## src/hw/sil_pkg.sv

```systemverilog
// Purpose: Constants for the front-panel status lamp controller
// Assumes: 125 MHz reference clock, classic Wishbone register access
// Notes:   Byte addresses of word registers
package sil_pkg;
   localparam int          CLK_HZ          = 125_000_000;
   // Timing figures in their own units
   localparam int          PAUSE_MS        = 1000;
   localparam int          FLASH_ON_MS     = 250;
   localparam int          FLASH_OFF_MS    = 250;
   localparam int          SUSP_HALF_MS    = 2000;
   localparam int          DEB_CYC         = 32'(CLK_HZ / 1000);
   // Cycle counts derived from the rate
   localparam int          PAUSE_CYC       = 32'(CLK_HZ / 1000 * PAUSE_MS);
   localparam int          FLASH_ON_CYC    = 32'(CLK_HZ / 1000 * FLASH_ON_MS);
   localparam int          FLASH_OFF_CYC   = 32'(CLK_HZ / 1000 * FLASH_OFF_MS);
   localparam int          SUSP_HALF_CYC   = 32'(CLK_HZ / 1000 * SUSP_HALF_MS);
   // Register byte addresses
   localparam logic [7:0]  ADR_CTRL        = 8'h00;
   localparam logic [7:0]  ADR_STAT        = 8'h04;
   localparam logic [7:0]  ADR_IRQ_STAT    = 8'h08;
   localparam logic [7:0]  ADR_IRQ_EN      = 8'h0C;
   localparam logic [7:0]  ADR_IRQ_CLR     = 8'h10;
   localparam logic [7:0]  ADR_FAULT       = 8'h14;
   // Control register fields
   localparam int          CTRL_LAMP_A     = 0;
   localparam int          CTRL_LAMP_USB   = 1;
   localparam int          CTRL_LAMP_C     = 2;
   localparam logic [31:0] CTRL_RST        = 32'h0000_0000;
   // Fault codes
   localparam logic [7:0]  FC_NONE         = 8'h00;
   localparam logic [7:0]  FC_STBY_RAIL    = 8'h01;
   localparam logic [7:0]  FC_VIN          = 8'h02;
   localparam logic [7:0]  FC_EXT_PSU      = 8'h03;
   localparam logic [7:0]  FC_CPU_HOT      = 8'h04;
   localparam logic [7:0]  FC_LIVE_TMO     = 8'h05;
   localparam logic [7:0]  FC_SYSRST_TMO   = 8'h06;
   localparam logic [7:0]  FC_PLTRST       = 8'h07;
   localparam logic [7:0]  FC_HANDSHAKE    = 8'h08;
   localparam logic [7:0]  FC_PWROK        = 8'h09;
   localparam logic [7:0]  FC_INVALID      = 8'hFF;
   localparam int          N_FAULT_IN      = 9;
   // Interrupt status bits
   localparam int          IRQ_FAULT       = 0;
   localparam int          IRQ_LIVE        = 1;
   localparam int          IRQ_S0          = 2;
   localparam int          IRQ_S3          = 3;
   localparam int          IRQ_S5          = 4;
   localparam int          N_IRQ           = 5;
   // Host power states
   typedef enum logic [1:0] {
      SIL_PS_S0 = 2'b00,
      SIL_PS_S3 = 2'b01,
      SIL_PS_S5 = 2'b10,
      SIL_PS_BAD = 2'b11
   } sil_pstate_t;
endpackage : sil_pkg

```

## src/hw/sil_flasher.sv

```systemverilog
// Purpose: Burst flasher, n flashes then a long pause, repeating
// Assumes: Code is stable while enable is high
// Notes:   Restarts from the first flash when enable rises
`timescale 1ns/1ps
`default_nettype none
module sil_flasher
   import sil_pkg::*;
#(
   parameter int ON_CYC    = FLASH_ON_CYC,
   parameter int OFF_CYC   = FLASH_OFF_CYC,
   parameter int PAUSE_C   = PAUSE_CYC
) (
   // Clock and reset
   input  wire logic       clk_i,
   input  wire logic       rst_n_i,
   // Control
   input  wire logic       en_i,
   input  wire logic [7:0] code_i,
   // Lamp drive
   output logic            lamp_o
);
   typedef enum logic [1:0] {FL_IDLE, FL_ON, FL_OFF, FL_PAUSE} sil_fl_t;
   sil_fl_t     state_r;
   logic [31:0] cnt_r;
   logic [7:0]  left_r;

   always_ff @(posedge clk_i) begin
      if (!rst_n_i || !en_i) begin
         state_r <= FL_IDLE;
         cnt_r   <= '0;
         left_r  <= '0;
         lamp_o  <= 1'b0;
      end else begin
         case (state_r)
            FL_IDLE: begin
               state_r <= FL_ON;
               left_r  <= code_i;
               cnt_r   <= '0;
               lamp_o  <= 1'b1;
            end
            FL_ON: begin
               if (cnt_r >= 32'(ON_CYC - 1)) begin
                  cnt_r   <= '0;
                  lamp_o  <= 1'b0;
                  left_r  <= left_r - 8'h01;
                  // Last flash of the burst leads to the pause
                  state_r <= (left_r == 8'h01) ? FL_PAUSE : FL_OFF;
               end else begin
                  cnt_r <= cnt_r + 32'h0000_0001;
               end
            end
            FL_OFF: begin
               if (cnt_r >= 32'(OFF_CYC - 1)) begin
                  cnt_r   <= '0;
                  lamp_o  <= 1'b1;
                  state_r <= FL_ON;
               end else begin
                  cnt_r <= cnt_r + 32'h0000_0001;
               end
            end
            FL_PAUSE: begin
               if (cnt_r >= 32'(PAUSE_C - 1)) begin
                  state_r <= FL_IDLE;
                  cnt_r   <= '0;
               end else begin
                  cnt_r <= cnt_r + 32'h0000_0001;
               end
            end
            default: begin
               state_r <= FL_IDLE;
               lamp_o  <= 1'b0;
            end
         endcase
      end
   end
endmodule : sil_flasher
`default_nettype wire

```

## src/hw/sil_lamp_ctrl.sv

```systemverilog
// Purpose: Front-panel indicator lamp controller with Wishbone registers
// Assumes: Host and fault inputs are asynchronous pins
// Notes:   Fault code latches until restart or full power-off
`timescale 1ns/1ps
`default_nettype none
module sil_lamp_ctrl
   import sil_pkg::*;
#(
   parameter int PAUSE_C   = PAUSE_CYC,
   parameter int ON_CYC    = FLASH_ON_CYC,
   parameter int OFF_CYC   = FLASH_OFF_CYC,
   parameter int SUSP_CYC  = SUSP_HALF_CYC,
   parameter int N_ETH     = 2
) (
   // Clock and reset
   input  wire logic             REF_CLK_I,
   input  wire logic             RSTN_I,
   // Wishbone slave
   input  wire logic             WB_CYC_I,
   input  wire logic             WB_STB_I,
   input  wire logic             WB_WE_I,
   input  wire logic [7:0]       WB_ADR_I,
   input  wire logic [3:0]       WB_SEL_I,
   input  wire logic [31:0]      WB_DAT_I,
   output logic [31:0]           WB_DAT_O,
   output logic                  WB_ACK_O,
   // Host power and boot signals
   input  wire logic             HOST_S3_I,
   input  wire logic             HOST_S5_I,
   input  wire logic             LIVE_SIGN_I,
   input  wire logic             RAIL_12V_OK_I,
   // Fault inputs, bit k is code k+1
   input  wire logic [8:0]       FAULT_I,
   // Ethernet status
   input  wire logic [N_ETH-1:0] ETH_LINK_I,
   input  wire logic [N_ETH-1:0] ETH_ACT_I,
   // Lamps and interrupt
   output logic                  POWER_GOOD_LAMP_O,
   output logic                  SYSTEM_STATUS_LAMP_O,
   output logic                  GENERAL_LAMP_FIRST_O,
   output logic                  USB_ACTIVITY_LAMP_O,
   output logic                  GENERAL_LAMP_SECOND_O,
   output logic [N_ETH-1:0]      ETH_LINK_LAMP_O,
   output logic [N_ETH-1:0]      ETH_ACT_LAMP_O,
   output logic                  IRQ_O
);
   localparam int NS = 4 + N_FAULT_IN + 2 * N_ETH;
   // Two-flop synchronisers for every pin input
   logic [NS-1:0]   sy1_r;
   logic [NS-1:0]   sy2_r;
   logic            s3_s, s5_s, live_s, rail_s;
   logic [8:0]      flt_s;
   logic [N_ETH-1:0] lnk_s, act_s;
   // Reset reads as soft-off, so no false state event follows reset
   localparam logic [NS-1:0] SY_RST = {{(NS - 2){1'b0}}, 2'b10};

   always_ff @(posedge REF_CLK_I) begin
      if (!RSTN_I) begin
         sy1_r <= SY_RST;
         sy2_r <= SY_RST;
      end else begin
         sy1_r <= {ETH_ACT_I, ETH_LINK_I, FAULT_I,
                   RAIL_12V_OK_I, LIVE_SIGN_I, HOST_S5_I, HOST_S3_I};
         sy2_r <= sy1_r;
      end
   end
   assign {act_s, lnk_s, flt_s, rail_s, live_s, s5_s, s3_s} = sy2_r;

   // Power state decode
   sil_pstate_t pstate;
   always_comb begin
      case ({s5_s, s3_s})
         2'b00:   pstate = SIL_PS_S0;
         2'b01:   pstate = SIL_PS_S3;
         2'b10:   pstate = SIL_PS_S5;
         default: pstate = SIL_PS_BAD;
      endcase
   end

   // Live sign seen since power-up, cleared whenever the host leaves S0
   logic live_seen_r;
   logic live_d_r;
   always_ff @(posedge REF_CLK_I) begin
      if (!RSTN_I) begin
         live_seen_r <= 1'b0;
         live_d_r    <= 1'b0;
      end else begin
         live_d_r <= live_s;
         if (pstate != SIL_PS_S0)
            live_seen_r <= 1'b0;
         else if (live_s)
            live_seen_r <= 1'b1;
      end
   end

   // Fault code select, lowest code first
   logic [7:0] code_nxt;
   always_comb begin
      code_nxt = FC_NONE;
      // Codes 1..3 supply, 4..8 start-up, 9 power-OK
      for (int k = N_FAULT_IN - 1; k >= 0; k--) begin
         if (flt_s[k])
            code_nxt = 8'(k + 1);
      end
      // Both sleep lines high is no valid state
      if (pstate == SIL_PS_BAD)
         code_nxt = FC_INVALID;
   end

   // Latched fault held until restart or power-off
   logic [7:0] code_r;
   logic       restart;
   assign restart = (pstate == SIL_PS_S5);
   always_ff @(posedge REF_CLK_I) begin
      if (!RSTN_I)
         code_r <= FC_NONE;
      else if (code_r == FC_NONE && code_nxt != FC_NONE)
         code_r <= code_nxt;
      else if (restart && code_nxt != FC_INVALID && code_nxt == FC_NONE)
         code_r <= FC_NONE;
   end

   logic fault_act;
   assign fault_act = (code_r != FC_NONE);
   logic flash_lamp;
   sil_flasher #(
      .ON_CYC  (ON_CYC),
      .OFF_CYC (OFF_CYC),
      .PAUSE_C (PAUSE_C)
   ) u_flash (
      .clk_i   (REF_CLK_I),
      .rst_n_i (RSTN_I),
      .en_i    (fault_act),
      .code_i  (code_r),
      .lamp_o  (flash_lamp)
   );

   // Suspend blink, 4 s period keeps it below 0.5 Hz
   logic [31:0] susp_cnt_r;
   logic        susp_ph_r;
   always_ff @(posedge REF_CLK_I) begin
      if (!RSTN_I || pstate != SIL_PS_S3) begin
         susp_cnt_r <= '0;
         susp_ph_r  <= 1'b0;
      end else if (susp_cnt_r >= 32'(SUSP_CYC - 1)) begin
         susp_cnt_r <= '0;
         susp_ph_r  <= ~susp_ph_r;
      end else begin
         susp_cnt_r <= susp_cnt_r + 32'h0000_0001;
      end
   end

   // Status lamp mux
   always_ff @(posedge REF_CLK_I) begin
      if (!RSTN_I)
         SYSTEM_STATUS_LAMP_O <= 1'b0;
      else if (fault_act)
         SYSTEM_STATUS_LAMP_O <= flash_lamp;
      else if (pstate == SIL_PS_S5)
         SYSTEM_STATUS_LAMP_O <= 1'b0;
      else if (pstate == SIL_PS_S3)
         SYSTEM_STATUS_LAMP_O <= susp_ph_r;
      else
         SYSTEM_STATUS_LAMP_O <= live_seen_r;
   end

   always_ff @(posedge REF_CLK_I) begin
      if (!RSTN_I)
         POWER_GOOD_LAMP_O <= 1'b0;
      else
         POWER_GOOD_LAMP_O <= rail_s;
   end

   // Ethernet lamps, a link lamp and an activity lamp per port
   genvar g;
   generate
      for (g = 0; g < N_ETH; g++) begin : g_eth
         always_ff @(posedge REF_CLK_I) begin
            if (!RSTN_I) begin
               ETH_LINK_LAMP_O[g] <= 1'b0;
               ETH_ACT_LAMP_O[g]  <= 1'b0;
            end else begin
               ETH_LINK_LAMP_O[g] <= lnk_s[g];
               ETH_ACT_LAMP_O[g]  <= act_s[g];
            end
         end
      end
   endgenerate

   // Wishbone register access
   logic        wr_acc, rd_acc;
   logic [31:0] ctrl_r;
   logic [N_IRQ-1:0] irq_stat_r, irq_en_r, irq_ev;
   // Write commits at the edge where the master sees ack
   assign wr_acc = WB_CYC_I && WB_STB_I && WB_WE_I && WB_ACK_O;
   assign rd_acc = WB_CYC_I && WB_STB_I && !WB_WE_I && !WB_ACK_O;

   always_ff @(posedge REF_CLK_I) begin
      if (!RSTN_I)
         WB_ACK_O <= 1'b0;
      else
         WB_ACK_O <= WB_CYC_I && WB_STB_I && !WB_ACK_O;
   end

   // Only software writes the user lamps
   always_ff @(posedge REF_CLK_I) begin
      if (!RSTN_I)
         ctrl_r <= CTRL_RST;
      else if (wr_acc && WB_ADR_I == ADR_CTRL && WB_SEL_I[0])
         ctrl_r[7:0] <= WB_DAT_I[7:0];
   end

   always_ff @(posedge REF_CLK_I) begin
      if (!RSTN_I) begin
         GENERAL_LAMP_FIRST_O  <= 1'b0;
         USB_ACTIVITY_LAMP_O   <= 1'b0;
         GENERAL_LAMP_SECOND_O <= 1'b0;
      end else begin
         GENERAL_LAMP_FIRST_O  <= ctrl_r[CTRL_LAMP_A];
         USB_ACTIVITY_LAMP_O   <= ctrl_r[CTRL_LAMP_USB];
         GENERAL_LAMP_SECOND_O <= ctrl_r[CTRL_LAMP_C];
      end
   end

   // Interrupt events
   logic [7:0] code_d_r;
   sil_pstate_t pstate_d_r;
   always_ff @(posedge REF_CLK_I) begin
      if (!RSTN_I) begin
         code_d_r   <= FC_NONE;
         pstate_d_r <= SIL_PS_S5;
      end else begin
         code_d_r   <= code_r;
         pstate_d_r <= pstate;
      end
   end
   always_comb begin
      irq_ev            = '0;
      irq_ev[IRQ_FAULT] = fault_act && code_d_r == FC_NONE;
      irq_ev[IRQ_LIVE]  = live_s && !live_d_r;
      irq_ev[IRQ_S0]    = pstate == SIL_PS_S0 && pstate_d_r != SIL_PS_S0;
      irq_ev[IRQ_S3]    = pstate == SIL_PS_S3 && pstate_d_r != SIL_PS_S3;
      irq_ev[IRQ_S5]    = pstate == SIL_PS_S5 && pstate_d_r != SIL_PS_S5;
   end

   // Set wins over a same-cycle clear
   always_ff @(posedge REF_CLK_I) begin
      if (!RSTN_I) begin
         irq_stat_r <= '0;
         irq_en_r   <= '0;
      end else begin
         if (wr_acc && WB_ADR_I == ADR_IRQ_EN && WB_SEL_I[0])
            irq_en_r <= WB_DAT_I[N_IRQ-1:0];
         if (wr_acc && WB_ADR_I == ADR_IRQ_CLR && WB_SEL_I[0])
            irq_stat_r <= (irq_stat_r & ~WB_DAT_I[N_IRQ-1:0]) | irq_ev;
         else
            irq_stat_r <= irq_stat_r | irq_ev;
      end
   end

   always_ff @(posedge REF_CLK_I) begin
      if (!RSTN_I)
         IRQ_O <= 1'b0;
      else
         IRQ_O <= |(irq_stat_r & irq_en_r);
   end

   // Read mux, unmapped and write-only read as zero
   always_ff @(posedge REF_CLK_I) begin
      if (!RSTN_I)
         WB_DAT_O <= '0;
      else if (rd_acc) begin
         case (WB_ADR_I)
            ADR_CTRL:     WB_DAT_O <= ctrl_r;
            ADR_STAT:     WB_DAT_O <= {24'h00_0000, SYSTEM_STATUS_LAMP_O,
                                      POWER_GOOD_LAMP_O, live_seen_r,
                                      fault_act, 2'b00, pstate};
            ADR_IRQ_STAT: WB_DAT_O <= 32'(irq_stat_r);
            ADR_IRQ_EN:   WB_DAT_O <= 32'(irq_en_r);
            ADR_FAULT:    WB_DAT_O <= {24'h00_0000, code_r};
            default:      WB_DAT_O <= '0;
         endcase
      end else
         WB_DAT_O <= '0;
   end
endmodule : sil_lamp_ctrl
`default_nettype wire

```

## config.mk

```make
export PLATFORM = sky130hd
export DESIGN_NAME = sil_lamp_ctrl
export DESIGN_NICKNAME = d
export VERILOG_FILES = /design/src/hw/sil_pkg.sv /design/src/hw/sil_flasher.sv /design/src/hw/sil_lamp_ctrl.sv
export SDC_FILE = /design/constraint.sdc
export NUM_CORES = 1
export LEC_CHECK = 0
export ABC_AREA = 1
export BUFFER_PORTS_ARGS = -buffer_cell sky130_fd_sc_hd__buf_2
export CORE_MARGIN = 4
export CORE_UTILIZATION = 62
export CTS_CLUSTER_DIAMETER = 200
export CTS_CLUSTER_SIZE = 12
export DETAILED_ROUTE_END_ITERATION = 8
export PLACE_DENSITY = 0.88
export RECOVER_POWER = 50
export SLEW_MARGIN = 20
export SYNTH_ARGS = -nofsm -noshare
export SYNTH_HDL_FRONTEND = slang
export SYNTH_SLANG_ARGS = --single-unit
```

## constraint.sdc

```tcl
create_clock -name REF_CLK_I -period 4.5 [get_ports REF_CLK_I]
set_input_delay 0.45 -clock REF_CLK_I [delete_from_list [all_inputs] [get_ports REF_CLK_I]]
set_output_delay 0.45 -clock REF_CLK_I [all_outputs]
set_load 0.01 [all_outputs]
```

* Yosys cells after proc, flatten, opt, wreduce, memory -nomap -nowiden
Index checks and enable logic that the tools add are counted.
** Operators by class
- Div/mod/pow operators :: 0
- Shift-type cells :: 0
- Add/subtract/negate cells :: 3
- Order comparisons :: 3
- Eq/ne operators :: 21
- Muxes and demuxes :: 31
- Bitwise operators :: 7
- $mul :: 0
- Reduce and logical (&&, ||, !) cells :: 49
** Operator list (number)
- 2-to-1 mux 8 bit :: 12
- one-hot mux 32 bit (3 select lines) :: 1
- adder 32 x 1 -> 32 bit, second input constant :: 2
- 2-to-1 mux 32 bit :: 2
- one-hot mux 8 bit (5 select lines) :: 1
- greater-or-equal comparator 32 x 25 -> 1 bit, second input constant :: 1
- greater-or-equal comparator 32 x 27 -> 1 bit, second input constant :: 1
- greater-or-equal comparator 32 x 28 -> 1 bit, second input constant :: 1
- logical NOT 8 bit :: 4
- logical AND 1 bit :: 20
- equality test 8 x 4 -> 1 bit, second input constant :: 2
- equality test 8 x 5 -> 1 bit, second input constant :: 2
- one-hot mux 8 bit (2 select lines) :: 1
- nonzero test 8 bit :: 2
- bitwise AND 5 bit :: 2
- equality test 2 bit, second input constant :: 5
- != test 2 x 1 -> 1 bit, second input constant :: 5
- OR 5 bit :: 2
- equality test 8 x 1 -> 1 bit, second input constant :: 1
- equality test 8 x 3 -> 1 bit, second input constant :: 1
- != test 8 bit, second input constant :: 1
- one-hot mux 2 bit (4 select lines) :: 1
- nonzero test 2 bit :: 4
- subtractor 8 x 1 -> 8 bit, second input constant :: 1
- 18 further kinds :: 39
** Storage, ports and cells
- ROM bits :: 0
- Input port bits :: 66
- Memories kept :: 0
- Output and inout port bits :: 43
- Latch bits :: 0
- Flip-flop bits (word level) :: 191
- Bits in writable memories :: 0
- Logic and storage cells :: 142

* Depth between registers and ports, before layout
- Depth after elaboration :: 15
- Depth in mapped cells :: 13
- Depth with buffers taken out :: 12

* Hierarchy
A second synthesis with hierarchy kept.
** Second synthesis, totals
- Cells, all modules :: 1026
- Area, all modules :: 7490.9 sq um
** By module, submodules not included
- sil_lamp_ctrl :: times used 1, cells each 668, sequential area each 2362.3 sq um, area an instance 5036.1 sq um
- sil_flasher :: times used 1, cells each 358, sequential area each 860.8 sq um, area an instance 2454.9 sq um

* Least setup slack after synthesis
OpenSTA, ideal clock, no wires.
- Path type :: reg2reg
- Start point :: reg susp_cnt_r[0]
- End point :: reg susp_cnt_r[18]
- Path buffers :: 0
- Stages on the path, launching flop included :: 10
- Setup slack :: 2.960 ns
- Setup time :: 0.114 ns
- Period minus slack after synthesis :: 1.540 ns
- Data arrival time :: 1.426 ns
- Data required time :: 4.386 ns
- Path through :: dfxtp_1 ha_1 nand3_2 nor2_2 nand3_2 inv_1 nand2_1 nor3_1 xor2_1 nor2_1
** Between the ends
- Longest elaborated chain between the ends :: 2
- Elaborated cells on any way between the ends :: 3
- Those cells by class :: add/sub (1); order compare (1); reduce/logical (1)
** Ends and longest elaborated chain
- from (decl) :: RTL line sil_lamp_ctrl.sv:139 : logic [31:0] susp_cnt_r;
- from (signal assigned) :: RTL line sil_lamp_ctrl.sv:149 : susp_cnt_r <= susp_cnt_r + 32'h0000_0001;
- greater-or-equal comparator 32 x 28 -> 1 bit :: RTL line sil_lamp_ctrl.sv:145 : end else if (susp_cnt_r >= 32'(SUSP_CYC - 1)) begin
- OR reduction 2 bit (no line)
Several ways; a longest one is shown, not always the timed one.
A chain may end at the register's enable or synchronous reset.

==> results.json <==
{
  "status": "finished with violations",
  "violations": "max-capacitance violations, max-slew violations",
  "end_kind": "flip-flop",
  "antenna_found_initial": 0,
  "powerDensity_nw_per_um2": 415,
  "first_pass_iters": 5,
  "areaGrowthSynthToFinish_pct": 11.2,
  "wl_per_cell_um": 11.9,
  "yosysTopAreaCellShare_pct": 43.2,
  "ff2ff_path_depth": 8,
  "grt_overflow": 0,
  "core_area_um2": 11600,
  "cts_made_buffers": 17,
  "cp-startpoint": "RSTN_I",
  "cp_data_arrival_time_ns": 2.81,
  "fin_ws_ns": 2.05,
  "first_iter_violations": 545,
  "tightest_slew_ns": 1.55,
  "fin_tns_setup_ns": 0,
  "cts_tree": "done",
  "cp-start-kind": "input port",
  "hold_class": "input port to flip-flop",
  "synth_edf_count": 0,
  "netlist_area_um2": 7460,
  "rsz0062_at_grt": "false",
  "grt_pass1_wl_um": 25100,
  "clk_path_buf_depth": 2,
  "fin_nets": 1176,
  "drt_wl_total_um": 15000,
  "synth_seq_cells": 161,
  "async_flop_share_pct": 0,
  "r2r_end": "susp_cnt_r[20]$_SDFF_PP0_",
  "grt_pass1_vias": 5959,
  "die_h_um": 118,
  "place_ws_ns": 2.44,
  "synth_top_cells_by_count": "223 x nand2_1, 161 x dfxtp_1, 158 x inv_1, 135 x nor2_1, 56 x nand3_1",
  "drv_slew": 45,
  "finalCritPeriodShare_pct": 54.4,
  "relSlewSlack_pct": -3.29,
  "yosys_warnings": 0,
  "peakVddDrop_mv": 0.293,
  "row_count": 39,
  "hold_viol_final": 0,
  "die_width_um": 118,
  "diodes": 0,
  "via_per_inst": 5.12,
  "clock-sinks": 161,
  "cp-endpoint": "ctrl_r[1]$_SDFFE_PN0P_",
  "insertion_delay_ns": 0.43,
  "gr-usage-all-layers_pct": 21.5,
  "numPlacedInstances": 1226,
  "ys.flop_type": "dfxtp_1",
  "ctsHtreeMaxLevel": 4,
  "max_freq_mhz": 409,
  "portBuffers": 57,
  "yosysSeqAreaShare_pct": 43.2,
  "num_vias": 6439,
  "worstPathRequired_ns": 4.86,
  "period_needed_ns": 2.45,
  "skew_ns": 0.00958,
  "drc": 0,
  "io_pins": 109,
  "synthMostInstantiatedCell": "nand2_1",
  "gp_congestion": 0.950,
  "fill_cells": 924,
  "hold_buffers": 0,
  "instances_no_fill": 1258,
  "synth.avg_cell_area_um2": 7.20,
  "setup_viol": 0,
  "cts_resized": 0,
  "clk_pin_slew_ns": 0.07,
  "cap_violations": 1,
  "drive_gt1_share_pct": 10.2,
  "dp_hpwl_um": 10500,
  "yosys.area.top_type": "dfxtp_1",
  "ant_nets": 0,
  "ys_types": 47,
  "crit_fanout": 44,
  "dieArea_um2": 13900,
  "initial_utilization_pct": 64.3,
  "criticalPathCategory": "input port to flip-flop",
  "reg2reg_setup_slack_ns": 2.41,
  "r2r-start": "susp_cnt_r[0]$_SDFF_PP0_",
  "post-cts-setup-buffer-count": 0,
  "cts_root_buf": "clkbuf_16",
  "postSynthCellCount": 1036,
  "synth.area.top_cells": "dfxtp_1 43%, nand2_1 11%, inv_1 7.9%, nor2_1 6.8%, nand3_1 3.8%",
  "p_leak_nw": 3.69,
  "grt_max_degree": 45
}
-- state kept, by name, summed over array words and instances, names as in the netlist, 2 cells and up --
register,flops
u_flash.left_r,8
irq_en_r,5
ETH_LINK_LAMP_O,2
susp_cnt_r,32
code_d_r,5
sy2_r,17
code_r,5
ctrl_r,8
u_flash.cnt_r,32
u_flash.state_r,2
irq_stat_r,5
sy1_r,17
ETH_ACT_LAMP_O,2
pstate_d_r,2
WB_DAT_O,8
-- cell families after synthesis --
kind of cell	Yosys count	synth area share, %
buffers and inverters	206	12.2
other	1	0.0502
flip-flops	161	43.2
adder cells (fa/ha/maj)	8	1.34
AO/OA/AOI/OAI	104	7.48
AND/OR/NAND/NOR	521	31.6
XOR/XNOR	35	4.11
-- how the worst min path moves through the flow --
stage	cells after the start	slack, ns	to	from
2_1_floorplan	2	0.39	ETH_ACT_LAMP_O[0]$_SDFF_PN0_	sy2_r[15]$_SDFF_PN0_
3_3_place_gp	2	0.39	sy2_r[16]$_SDFF_PN0_	sy1_r[16]$_SDFF_PN0_
3_5_place_dp	2	0.40	sy2_r[9]$_SDFF_PN0_	sy1_r[9]$_SDFF_PN0_
4_1_cts	3	0.19	sy1_r[7]$_SDFF_PN0_	FAULT_I[3]
5_1_grt	3	0.19	sy1_r[16]$_SDFF_PN0_	ETH_ACT_I[1]
6_report	3	0.19	sy1_r[7]$_SDFF_PN0_	FAULT_I[3]
-- where the power goes --
group / internal [W] / total (W) / switching [W]
Clock: 0.000742 / 0.00140 / 0.000656
Combinational: 0.000177 / 0.000494 / 0.000317
Sequential: 0.00150 / 0.00155 / 0.0000548
-- layout make-up --
| type | count | area [um^2] | share of cell area, % |
|---|---|---|---|
| multi-input combinational | 701 | 3440 | 41.4 |
| sequential | 161 | 3220 | 38.8 |
| inverter | 163 | 612 | 7.37 |
| clock buffer | 17 | 425 | 5.13 |
| timing repair buffer | 58 | 264 | 3.18 |
| tap | 143 | 179 | 2.16 |
| clock inverter | 15 | 158 | 1.90 |
-- layer usage --
layer / part of all wire, % / GRT usage (%)
met3: 5.2 / 5.29
met2: 49 / 36.8
met4: 2.1 / 9.45
met1: 44 / 25.5
met5: 0 / 0
-- cell usage in the layout (no fill, tap or decap), types with 2 or more instances in the layout --
cell type    n
nand2_1    223
dfxtp_1    161
inv_1      158
nor2_1     136
nand3_1     57
a21oi_1     51
buf_2       37
o21ai_0     35
nor3_1      34
conb_1      33
xor2_1      29
clkbuf_1    21
nand4_1     19
clkbuf_16   17
nor2_2      14
ha_1         8
nand3_2      7
nor2_4       6
a31oi_1      6
xnor2_1      6
inv_8        5
or2_2        4
inv_2        4
nor3b_1      4
nand2_2      4
inv_6        4
o22ai_1      3
clkinv_8     3
a41oi_1      2
nor3_2       2
nor4_1       2
or2_0        2
clkinv_2     2
-- through the flow --
step                      power [W]  hold WS, ns  cell area (um^2)  utilization, %
after floorplan             0.00198        0.390              7580               -
after global placement      0.00205        0.392              7750            66.8
after detailed placement    0.00207        0.396              7750            66.8
after CTS                   0.00346        0.187              8340            71.8
after global routing        0.00360        0.186              8300            71.4
final                       0.00345        0.193              8300            71.4
-- critical path: stages --
cell      delay, ns
clkbuf_1       0.68
clkbuf_1       1.20
o21ai_0        0.28
a21oi_1        0.20
Note: power is estimated with default switching activity, not from simulation.
